### config.mk
export PLATFORM = sky130hd
export DESIGN_NAME = dcgp_cmd_front
export DESIGN_NICKNAME = d
export VERILOG_FILES = /design/src/dcgp_pkg.sv /design/src/dcgp_cmd_front.sv
export SDC_FILE = /design/constraint.sdc
export NUM_CORES = 1
export LEC_CHECK = 0
export ABC_AREA = 0
export BUFFER_PORTS_ARGS = -buffer_cell sky130_fd_sc_hd__buf_2
export CAP_MARGIN = 20
export CORE_MARGIN = 3
export CORE_UTILIZATION = 52
export CTS_BUF_LIST = sky130_fd_sc_hd__clkbuf_8 sky130_fd_sc_hd__clkbuf_16
export CTS_CLUSTER_DIAMETER = 120
export DETAILED_ROUTE_END_ITERATION = 8
export GPL_ROUTABILITY_DRIVEN = 0
export PLACE_DENSITY = 0.7
export SETUP_SLACK_MARGIN = 0.3
export SYNTH_ARGS = -nofsm -noshare
export SYNTH_HDL_FRONTEND = slang
export SYNTH_SLANG_ARGS = --single-unit
### constraint.sdc
create_clock -name i_ref_clk -period 11.84 [get_ports i_ref_clk]
set_input_delay 2.368 -clock i_ref_clk [delete_from_list [all_inputs] [get_ports i_ref_clk]]
set_output_delay 2.368 -clock i_ref_clk [all_outputs]
set_load 0.02 [all_outputs]
### src/dcgp_pkg.sv
// Shared constants for the command gear, power-save and parity front end.
`default_nettype none
package dcgp_pkg;
    // Synchronised pin vector layout.
    localparam int PIN_W    = 26;
    localparam int P_CS     = 25;
    localparam int P_CKE    = 24;
    localparam int P_PAR    = 23;
    localparam int P_CMD_HI = 22;
    // Command word: act, ras, cas, we, bg[1:0], ba[1:0], a17, addr[13:0].
    localparam int CMD_W    = 23;
    localparam int C_ACT    = 22;
    localparam int C_RAS    = 21;
    localparam int C_CAS    = 20;
    localparam int C_WE     = 19;
    localparam int C_BG0    = 17;
    localparam int C_BA1    = 16;
    localparam int C_BA0    = 15;
    localparam int C_A17    = 14;
    localparam int ADDR_W   = 14;
    localparam int LOG_W    = 24;
    // Mode register numbers and field positions.
    localparam logic [2:0] MR3_SEL    = 3'h3;
    localparam logic [2:0] MR4_SEL    = 3'h4;
    localparam logic [2:0] MR5_SEL    = 3'h5;
    localparam int         GEAR_BIT   = 3;
    localparam int         MPS_BIT    = 1;
    localparam int         PSTAT_BIT  = 4;
    localparam int         PL_HI      = 2;
    // Parity delay codes and their clock counts.
    localparam logic [2:0] PL_OFF     = 3'h0;
    localparam logic [2:0] PL_C4      = 3'h1;
    localparam logic [2:0] PL_C5      = 3'h2;
    localparam logic [2:0] PL_C6      = 3'h3;
    localparam logic [2:0] PL_C8      = 3'h4;
    localparam logic [3:0] PL_N4      = 4'h4;
    localparam logic [3:0] PL_N5      = 4'h5;
    localparam logic [3:0] PL_N6      = 4'h6;
    localparam logic [3:0] PL_N8      = 4'h8;
    localparam int         PIPE_D     = 8;
    // Clock and default timing counts in clocks.
    localparam int CLK_PERIOD_NS      = 40;
    localparam int CNT_W              = 8;
    localparam int GEAR_CMD_CYC       = 4;
    localparam int MPED_CYC_DEF       = 8;
    localparam int XMP_CYC_DEF        = 16;
    localparam int ALERT_PW_CYC_DEF   = 48;
    localparam int TRAS_CYC_DEF       = 32;
    localparam logic [CNT_W-1:0] CNT_ZERO = 8'h00;
    localparam logic [CNT_W-1:0] CNT_ONE  = 8'h01;
    localparam logic [CNT_W-1:0] CNT_TWO  = 8'h02;
    // Power-save states.
    typedef enum logic [3:0] {
        DCGP_MPS_OFF   = 4'b0001,
        DCGP_MPS_ENTRY = 4'b0010,
        DCGP_MPS_IN    = 4'b0100,
        DCGP_MPS_EXIT  = 4'b1000
    } dcgp_mps_e;
endpackage : dcgp_pkg
`default_nettype wire
### src/dcgp_cmd_front.sv
// Command input front end: gear-down, maximum power saving and parity check.
`default_nettype none
module dcgp_cmd_front
    import dcgp_pkg::*;
#(
    parameter int GEAR_CMD_DLY = GEAR_CMD_CYC,
    parameter int MPED_CYC     = MPED_CYC_DEF,
    parameter int XMP_CYC      = XMP_CYC_DEF,
    parameter int ALERT_PW_CYC = ALERT_PW_CYC_DEF,
    parameter int TRAS_CYC     = TRAS_CYC_DEF,
    parameter bit USE_A17      = 1'b1
) (
    input  wire logic                       i_ref_clk,
    input  wire logic                       i_rst_n,
    input  wire logic                       i_cs_n,
    input  wire logic                       i_cke,
    input  wire logic                       i_act_n,
    input  wire logic                       i_ras_n,
    input  wire logic                       i_cas_n,
    input  wire logic                       i_we_n,
    input  wire logic                       i_a17,
    input  wire logic [1:0]                 i_bg,
    input  wire logic [1:0]                 i_ba,
    input  wire logic [dcgp_pkg::ADDR_W-1:0] i_addr,
    input  wire logic                       i_par,
    input  wire logic                       i_self_refresh,
    output logic                            o_cmd_vld,
    output logic [dcgp_pkg::CMD_W-1:0]      o_cmd_word,
    output logic                            o_gear_2n,
    output logic                            o_mps_active,
    output logic                            o_mr4_mps,
    output logic [2:0]                      o_parity_delay,
    output logic                            o_par_status,
    output logic [31:0]                     o_err_log,
    output logic                            o_pre_all,
    output logic                            o_alert_n
);
    import dcgp_pkg::*;

    localparam int ALERT_END = (ALERT_PW_CYC > TRAS_CYC) ? ALERT_PW_CYC : TRAS_CYC + 1;
    localparam logic [CNT_W-1:0] GEAR_N  = CNT_W'(GEAR_CMD_DLY);
    localparam logic [CNT_W-1:0] MPED_N  = CNT_W'(MPED_CYC);
    localparam logic [CNT_W-1:0] XMP_N   = CNT_W'(XMP_CYC);
    localparam logic [CNT_W-1:0] TRAS_N  = CNT_W'(TRAS_CYC - 1);
    localparam logic [CNT_W-1:0] AEND_N  = CNT_W'(ALERT_END - 1);
    // Reset makes the pins look idle with CKE high, so no false CKE rise follows reset.
    localparam logic [PIN_W-1:0] PIN_RST = {1'b0, 1'b1, {P_CKE{1'b0}}};

    if (GEAR_CMD_DLY < 1 || MPED_CYC < 1 || XMP_CYC < 1 || TRAS_CYC < 1 ||
        ALERT_PW_CYC < 1 || ALERT_END >= (1 << CNT_W)) begin : g_bad_param
        $error("dcgp_cmd_front: timing count out of range");
    end

    function automatic logic is_mrs(input logic [CMD_W-1:0] w, input logic [2:0] sel);
        is_mrs = w[C_ACT] & ~w[C_RAS] & ~w[C_CAS] & ~w[C_WE] &
                 ({w[C_BG0], w[C_BA1], w[C_BA0]} == sel);
    endfunction : is_mrs

    function automatic logic [3:0] pl_clocks(input logic [2:0] code);
        unique case (code)
            PL_C4:   pl_clocks = PL_N4;
            PL_C5:   pl_clocks = PL_N5;
            PL_C6:   pl_clocks = PL_N6;
            PL_C8:   pl_clocks = PL_N8;
            default: pl_clocks = 4'h0;
        endcase
    endfunction : pl_clocks

    ////////////////////////////////////////////////////////////////////////////
    // Pin synchronisers; only the second stage is read.
    logic [PIN_W-1:0]  pin_s1_ff;
    logic [PIN_W-1:0]  pin_s2_ff;
    logic              cke_d_ff;
    logic              cs_d_ff;

    always_ff @(posedge i_ref_clk) begin
        if (!i_rst_n) begin
            pin_s1_ff <= PIN_RST;
            pin_s2_ff <= PIN_RST;
            cke_d_ff  <= 1'b1;
            cs_d_ff   <= 1'b0;
        end else begin
            pin_s1_ff <= {~i_cs_n, i_cke, i_par, i_act_n, i_ras_n, i_cas_n, i_we_n,
                          i_bg, i_ba, i_a17, i_addr};
            pin_s2_ff <= pin_s1_ff;
            cke_d_ff  <= pin_s2_ff[P_CKE];
            cs_d_ff   <= pin_s2_ff[P_CS];
        end
    end

    logic              cs_q;
    logic              cke_rise;
    logic [CMD_W-1:0]  cw;
    logic              par_bad;
    logic              checking;
    logic              slot_ok;
    logic              take;
    logic              err_evt;
    logic              exe;
    logic [2:0]        pl_ff;
    logic              status_ff;
    logic              gear_2n_ff;
    logic              phase_ff;
    logic              abusy_ff;
    dcgp_mps_e         mps_st;

    assign cs_q     = pin_s2_ff[P_CS];
    assign cke_rise = pin_s2_ff[P_CKE] & ~cke_d_ff;
    assign cw       = {pin_s2_ff[P_CMD_HI -: 8], pin_s2_ff[C_A17] & USE_A17,
                       pin_s2_ff[ADDR_W-1:0]};
    assign par_bad  = ^{cw, pin_s2_ff[P_PAR]};
    assign checking = (pl_ff != PL_OFF) && !status_ff;
    assign slot_ok  = !gear_2n_ff || !phase_ff;
    assign take     = cs_q && slot_ok && (mps_st == DCGP_MPS_OFF) && !abusy_ff;
    assign err_evt  = take && checking && par_bad;
    assign exe      = take && !err_evt;

    ////////////////////////////////////////////////////////////////////////////
    // Gear-down control.
    logic              garm_ff;
    logic [CNT_W-1:0]  gcnt_ff;
    logic [CNT_W-1:0]  gdly_ff;
    logic              sync_hit;

    assign sync_hit = garm_ff && cs_q && !cs_d_ff && !gcnt_ff[0] && (gcnt_ff >= CNT_TWO);

    always_ff @(posedge i_ref_clk) begin
        if (!i_rst_n) begin
            garm_ff    <= 1'b0;
            gcnt_ff    <= CNT_ZERO;
            gdly_ff    <= CNT_ZERO;
            gear_2n_ff <= 1'b0;
            phase_ff   <= 1'b0;
        end else if (i_self_refresh || mps_st != DCGP_MPS_OFF) begin
            garm_ff    <= 1'b0;
            gdly_ff    <= CNT_ZERO;
            gear_2n_ff <= 1'b0;
            phase_ff   <= 1'b0;
        end else begin
            phase_ff <= ~phase_ff;
            if (exe && is_mrs(cw, MR3_SEL)) begin
                garm_ff <= cw[GEAR_BIT];
                // Start at one so the count equals clocks since the write at the sync.
                gcnt_ff <= CNT_ONE;
                if (!cw[GEAR_BIT]) begin
                    gear_2n_ff <= 1'b0;
                end
            end else if (sync_hit) begin
                garm_ff <= 1'b0;
                gdly_ff <= GEAR_N;
            end else if (garm_ff && gcnt_ff != {CNT_W{1'b1}}) begin
                gcnt_ff <= gcnt_ff + CNT_ONE;
            end
            if (gdly_ff == CNT_ONE) begin
                gear_2n_ff <= 1'b1;
                phase_ff   <= 1'b0;
            end
            if (gdly_ff != CNT_ZERO) begin
                gdly_ff <= gdly_ff - CNT_ONE;
            end
        end
    end

    ////////////////////////////////////////////////////////////////////////////
    // Maximum power saving.
    logic [CNT_W-1:0]  mcnt_ff;
    logic              mr4_mps_ff;

    always_ff @(posedge i_ref_clk) begin
        if (!i_rst_n) begin
            mps_st     <= DCGP_MPS_OFF;
            mcnt_ff    <= CNT_ZERO;
            mr4_mps_ff <= 1'b0;
        end else begin
            unique case (mps_st)
                DCGP_MPS_OFF: begin
                    if (exe && is_mrs(cw, MR4_SEL) && cw[MPS_BIT]) begin
                        mr4_mps_ff <= 1'b1;
                        mcnt_ff    <= MPED_N;
                        mps_st     <= DCGP_MPS_ENTRY;
                    end
                end
                DCGP_MPS_ENTRY: begin
                    mcnt_ff <= mcnt_ff - CNT_ONE;
                    if (mcnt_ff == CNT_ONE) begin
                        mps_st <= DCGP_MPS_IN;
                    end
                end
                // CS high at CKE rise stays.
                // CS low at CKE rise exits.
                DCGP_MPS_IN: begin
                    if (cke_rise && cs_q) begin
                        mcnt_ff <= XMP_N;
                        mps_st  <= DCGP_MPS_EXIT;
                    end
                end
                DCGP_MPS_EXIT: begin
                    mcnt_ff <= mcnt_ff - CNT_ONE;
                    if (mcnt_ff == CNT_ONE) begin
                        mr4_mps_ff <= 1'b0;
                        mps_st     <= DCGP_MPS_OFF;
                    end
                end
            endcase
        end
    end

    ////////////////////////////////////////////////////////////////////////////
    // Parity mode register, status and error log.
    logic [LOG_W-1:0]  log_ff;

    always_ff @(posedge i_ref_clk) begin
        if (!i_rst_n) begin
            pl_ff     <= PL_OFF;
            status_ff <= 1'b0;
        end else begin
            if (exe && is_mrs(cw, MR5_SEL)) begin
                pl_ff <= cw[PL_HI:0];
                if (!cw[PSTAT_BIT]) begin
                    status_ff <= 1'b0;
                end
            end
            if (err_evt) begin
                status_ff <= 1'b1;
            end
        end
    end

    always_ff @(posedge i_ref_clk) begin
        if (!i_rst_n) begin
            log_ff <= '0;
        end else if (err_evt) begin
            log_ff <= {pin_s2_ff[P_PAR], cw[C_ACT], cw[C_BG0+1], cw[C_BG0], cw[C_BA1],
                       cw[C_BA0], cw[C_A17], cw[C_RAS], cw[C_CAS], cw[C_WE],
                       cw[ADDR_W-1:0]};
        end
    end

    ////////////////////////////////////////////////////////////////////////////
    // Alert window: one counter times pulse width and precharge-all point.
    // The window is never shorter than the row time, so alert always ends idle.
    logic [CNT_W-1:0]  acnt_ff;

    always_ff @(posedge i_ref_clk) begin
        if (!i_rst_n) begin
            abusy_ff <= 1'b0;
            acnt_ff  <= CNT_ZERO;
        end else if (err_evt) begin
            abusy_ff <= 1'b1;
            acnt_ff  <= CNT_ZERO;
        end else if (abusy_ff) begin
            acnt_ff <= acnt_ff + CNT_ONE;
            if (acnt_ff == AEND_N) begin
                abusy_ff <= 1'b0;
            end
        end
    end

    assign o_alert_n = ~abusy_ff;

    always_ff @(posedge i_ref_clk) begin
        if (!i_rst_n) begin
            o_pre_all <= 1'b0;
        end else begin
            o_pre_all <= abusy_ff && (acnt_ff == TRAS_N);
        end
    end

    ////////////////////////////////////////////////////////////////////////////
    // Parity delay pipeline; an error flushes the window before it.
    logic [PIPE_D-1:0] pv_ff;
    logic [CMD_W-1:0]  pw_ff [PIPE_D];
    logic [3:0]        pt_ff [PIPE_D];
    logic [3:0]        lat;
    logic              dly_vld;
    logic [CMD_W-1:0]  dly_word;

    assign lat = pl_clocks(pl_ff);

    for (genvar k = 0; k < PIPE_D; k++) begin : g_pipe
        always_ff @(posedge i_ref_clk) begin
            if (!i_rst_n) begin
                pv_ff[k] <= 1'b0;
                pw_ff[k] <= '0;
                pt_ff[k] <= '0;
            end else if (err_evt) begin
                pv_ff[k] <= 1'b0;
            end else if (k == 0) begin
                pv_ff[k] <= exe && (lat != 4'h0);
                pw_ff[k] <= cw;
                pt_ff[k] <= lat;
            end else begin
                pv_ff[k] <= pv_ff[k-1];
                pw_ff[k] <= pw_ff[k-1];
                pt_ff[k] <= pt_ff[k-1];
            end
        end
    end

    // Each command leaves at the tap of the delay in force when it was taken, so a
    // write that turns parity off cannot strand commands still in flight.
    always_comb begin
        dly_vld  = 1'b0;
        dly_word = pw_ff[0];
        for (int k = 0; k < PIPE_D; k++) begin
            if (pv_ff[k] && pt_ff[k] == 4'(k + 1)) begin
                dly_vld  = 1'b1;
                dly_word = pw_ff[k];
            end
        end
    end

    always_ff @(posedge i_ref_clk) begin
        if (!i_rst_n) begin
            o_cmd_vld  <= 1'b0;
            o_cmd_word <= '0;
        end else if (dly_vld) begin
            o_cmd_vld  <= !err_evt;
            o_cmd_word <= dly_word;
        end else begin
            o_cmd_vld  <= exe && (lat == 4'h0);
            o_cmd_word <= cw;
        end
    end

    assign o_gear_2n      = gear_2n_ff;
    assign o_mps_active   = (mps_st != DCGP_MPS_OFF);
    assign o_mr4_mps      = mr4_mps_ff;
    assign o_parity_delay = pl_ff;
    assign o_par_status   = status_ff;
    assign o_err_log      = {1'b0, status_ff, pl_ff, 3'h0, log_ff};

    ////////////////////////////////////////////////////////////////////////////
    // Checks.
    a_alert_on_err: assert property (
        @(posedge i_ref_clk) disable iff (!i_rst_n)
        err_evt |=> !o_alert_n [*2])
        else $error("alert not asserted after parity error");

    a_status_set: assert property (
        @(posedge i_ref_clk) disable iff (!i_rst_n)
        err_evt |=> status_ff && !o_alert_n)
        else $error("status not set while alert low");

    a_err_dropped: assert property (
        @(posedge i_ref_clk) disable iff (!i_rst_n)
        err_evt |=> !o_cmd_vld ##1 !o_cmd_vld)
        else $error("erroneous command was issued");

    a_log_held: assert property (
        @(posedge i_ref_clk) disable iff (!i_rst_n)
        status_ff && $past(status_ff) |-> $stable(log_ff))
        else $error("error log changed while status set");

    a_no_exec_win: assert property (
        @(posedge i_ref_clk) disable iff (!i_rst_n)
        !o_alert_n |-> !exe && !o_cmd_vld)
        else $error("command run during alert window");

    a_mps_clear: assert property (
        @(posedge i_ref_clk) disable iff (!i_rst_n)
        mps_st == DCGP_MPS_EXIT && mcnt_ff == CNT_ONE |=> !mr4_mps_ff && !o_mps_active)
        else $error("power save bit not cleared on exit");

    a_mps_ignore: assert property (
        @(posedge i_ref_clk) disable iff (!i_rst_n)
        o_mps_active |=> !o_cmd_vld || $past(o_cmd_vld, 1) || pv_ff != '0)
        else $error("command accepted in power save");

    a_sr_half: assert property (
        @(posedge i_ref_clk) disable iff (!i_rst_n)
        i_self_refresh |=> !o_gear_2n)
        else $error("quarter rate kept in self refresh");

    a_cke_exit: assert property (
        @(posedge i_ref_clk) disable iff (!i_rst_n)
        mps_st == DCGP_MPS_IN && cke_rise && cs_q |=> mps_st == DCGP_MPS_EXIT)
        else $error("exit not started on CKE rise");

    a_unchecked: assert property (
        @(posedge i_ref_clk) disable iff (!i_rst_n)
        (status_ff || pl_ff == PL_OFF) |-> !err_evt)
        else $error("parity checked while disabled");

    a_lat4: assert property (
        @(posedge i_ref_clk) disable iff (!i_rst_n)
        exe && pl_ff == PL_C4 ##1 (pl_ff == PL_C4 && !err_evt) [*4]
        |=> o_cmd_vld)
        else $error("parity delay of four not applied");
endmodule : dcgp_cmd_front
`default_nettype wire

==> impl_metrics.json <==
{
  "timing.final.hold_violations": 0,
  "clock_latency_ns": 0.53,
  "post_cts_hold_buffer_count": 0,
  "synth_sequential_area_ratio": 0.622,
  "vias_per_cell": 5.85,
  "drcViolationCount": 0,
  "grt_use_total": 0.214,
  "die_extent_in_x_um": 178,
  "grt_pass1_vias": 9922,
  "die_y_um": 178,
  "setup_slack_ns": 7.80,
  "nature_of_the_critical_path_startpoint": "input port",
  "detail_route.wl_per_cell_um": 19.2,
  "dominant_cell_by_count_in_the_synthesized_netlist": "sky130_fd_sc_hd__and3_1",
  "critical_path_type": "input port to flop",
  "insertedDiodeCount": 0,
  "outcome": "finished, final reports clean",
  "postRouteWirelength_um": 34300,
  "max_freq_ghz": 0.248,
  "dr.first_iter.drc_count": 1161,
  "grt_pass1_wl_um": 54000,
  "final_min_period_over_clock_period": 0.341,
  "grt_setup_unrepaired": "no",
  "synthDominantAreaCellType": "sky130_fd_sc_hd__edfxtp_1",
  "hold_class": "flop to flop",
  "worstSetupEndpointType": "flop",
  "via_count": 10500,
  "total_power_mw": 2.65,
  "portBuffers": 89,
  "grt_start_max_net_pins": 254,
  "post_synth_most_frequent_cells": "sky130_fd_sc_hd__and3_1 (220), sky130_fd_sc_hd__edfxtp_1 (216), sky130_fd_sc_hd__dfxtp_1 (156)",
  "power-per-cell-area_nw_per_um2": 153,
  "setup_violating_endpoint_count_in_the_final_report": 0,
  "overflow_left_after_global_routing": 0,
  "synth_edf_count": 216,
  "h-tree-depth": 2,
  "worst_clock_skew_ns": 0.0275,
  "postSynthAreaPerCell_um2": 11.6,
  "io_pins": 94,
  "ys_seq_elements": 372,
  "worstMarginPinSlew_ns": 1.04,
  "num-nets-final": 1412,
  "drv_cap": 0,
  "yosysWarningCount": 0,
  "fin_tns_setup_ns": 0,
  "mappedNetlistArea_um2": 15500,
  "ctsLongestPathBuffers": 3,
  "grt_antenna_before_repair": 1,
  "detail-route-antenna-nets": 0,
  "cts_setup_buffers": 0,
  "initial_standard_cell_utilization_of_the_core": 0.533,
  "drive_gt1_frac": 0.128,
  "critPathArrivalTime_ns": 4.17,
  "reg_clk_slew_reported_paths_ns": 0.06,
  "critPathRequiredTime_ns": 11.97,
  "final-max-slew-violation-count": 0,
  "fin_hold_ws_ns": 0.414,
  "period_needed_ns": 4.04,
  "postSynth.asyncResetShare": 0,
  "synth_cell_types": 57,
  "syn-instance-count": 1330,
  "drtPass1Iterations": 5,
  "row_count": 62,
  "top_cells_by_area_synth": "sky130_fd_sc_hd__edfxtp_1 (42%), sky130_fd_sc_hd__dfxtp_1 (20%), sky130_fd_sc_hd__and3_1 (8.9%)",
  "power.ir.vdd_worst_mv": 0.0971,
  "core_region_area_um2": 29000,
  "cts_repair_resize_count": 0,
  "synthToLayoutAreaGrowth_pct": 12.1,
  "crit_path_max_fo": 74,
  "number_of_buffers_inserted_during_clock_tree_synthesis": 39,
  "power.static_leakage_nw": 7.83,
  "ys_dominant_reg_cell": "sky130_fd_sc_hd__edfxtp_1",
  "dieArea_um2": 31800,
  "detailedPlacementHpwl_um": 19800,
  "dp_slack_ns": 7.22,
  "cts_tree": "done",
  "worst_slew_margin_rel": 0.306,
  "synth.top_cell.area_share": 0.420,
  "clock_sinks": 372,
  "cts_root_buffer": "sky130_fd_sc_hd__clkbuf_16"
}
==> report_power, final <==
| part | switching [mW] | internal, mW | total [mW] |
|---|---|---|---|
| sequential | 0.0173 | 1.37 | 1.39 |
| clock | 0.478 | 0.657 | 1.14 |
| combinational | 0.0713 | 0.0505 | 0.122 |
| total | 0.566 | 2.08 | 2.65 |
==> per-layer routing <==
| metal | vias up | part of all wire | track usage | routed length [um] |
|---|---|---|---|---|
| met5 | - | 0 | 0 | 0 |
| met4 | 0 | 0.019 | 0.0555 | 650 |
| met3 | 53 | 0.074 | 0.0366 | 2530 |
| met2 | 354 | 0.48 | 0.346 | 16400 |
| met1 | 5073 | 0.43 | 0.301 | 14700 |
| li1 | 4976 | - | - | - |
==> sequential cells by signal, summed over array words and instances (netlist names) <==
signal	count
pw_ff	184
pt_ff	32
pin_s1_ff	26
pin_s2_ff	26
log_ff	24
o_cmd_word	23
acnt_ff	8
gcnt_ff	8
gdly_ff	8
mcnt_ff	8
pv_ff	8
mps_st	4
o_parity_delay	3
abusy_ff	1
cke_d_ff	1
cs_d_ff	1
garm_ff	1
o_cmd_vld	1
o_gear_2n	1
o_mr4_mps	1
o_par_status	1
o_pre_all	1
phase_ff	1
==> path summary, 6_finish.rpt <==
path                 start  slack (ns)  cells after the start            end
max                i_rst_n        7.80                      3   pw_ff[0][85]
min reg2reg  pin_s1_ff[24]        0.41                      1  pin_s2_ff[24]
min          pin_s1_ff[24]        0.41                      1  pin_s2_ff[24]
max reg2reg  pin_s2_ff[21]        7.89                     10      mps_st[3]
==> layout make-up <==
cell class / instances / area, um^2
clock buffers: 46 / 1090
clock inverters: 26 / 121
fillers: 2416 / 11700
inverters: 15 / 56.3
multi-input cells: 835 / 5330
flip-flops and latches: 372 / 9610
well taps: 384 / 480
repair buffers: 108 / 627
==> worst max-delay path, cell delays in order <==
cell and delay, ns:
sky130_fd_sc_hd__buf_6 0.33, sky130_fd_sc_hd__nand3_4 0.68, sky130_fd_sc_hd__buf_4 0.67
==> cells in the final DEF, fill, tap and decap left out, types with 13 or more instances in the layout <==
cell                          n
sky130_fd_sc_hd__a311oi_1    25
sky130_fd_sc_hd__and2_1      52
sky130_fd_sc_hd__and3_1     220
sky130_fd_sc_hd__inv_1       32
sky130_fd_sc_hd__nor2_1      70
sky130_fd_sc_hd__edfxtp_1   216
sky130_fd_sc_hd__nand4_1     13
sky130_fd_sc_hd__o21ai_0     30
sky130_fd_sc_hd__xor2_1      14
sky130_fd_sc_hd__nand2_1    108
sky130_fd_sc_hd__o211ai_1    23
sky130_fd_sc_hd__dfxtp_1    156
sky130_fd_sc_hd__mux2i_1     30
sky130_fd_sc_hd__a21oi_1     56
sky130_fd_sc_hd__buf_4       17
sky130_fd_sc_hd__buf_2       88
sky130_fd_sc_hd__xnor2_1     26
sky130_fd_sc_hd__nand3_1     16
sky130_fd_sc_hd__clkbuf_16   41
sky130_fd_sc_hd__o221ai_1    23
sky130_fd_sc_hd__a211o_1     23
==> through the flow <==
stage	area, um^2	instances	util
2_1_floorplan	15500	1333	-
5_1_grt	17300	1786	0.597
6_report	17300	1786	0.597
3_3_place_gp	16100	1713	0.554
4_1_cts	17300	1785	0.596
3_5_place_dp	16100	1713	0.554
==> cells by family (layout without fill, tap and decap cells) <==
| kind of cell | Yosys count | in the layout | share of synthesized area |
|---|---|---|---|
| buf+inv | 126 | 195 | 0.0365 |
| other cells | 1 | 4 | 0.000243 |
| mux | 32 | 32 | 0.0219 |
| compound gates | 208 | 208 | 0.0937 |
| flops | 372 | 372 | 0.622 |
| xor+xnor | 42 | 42 | 0.0248 |
| simple gates | 537 | 537 | 0.191 |
| fa+ha+maj | 12 | 12 | 0.00972 |
Power figures use the tool's default switching activity.
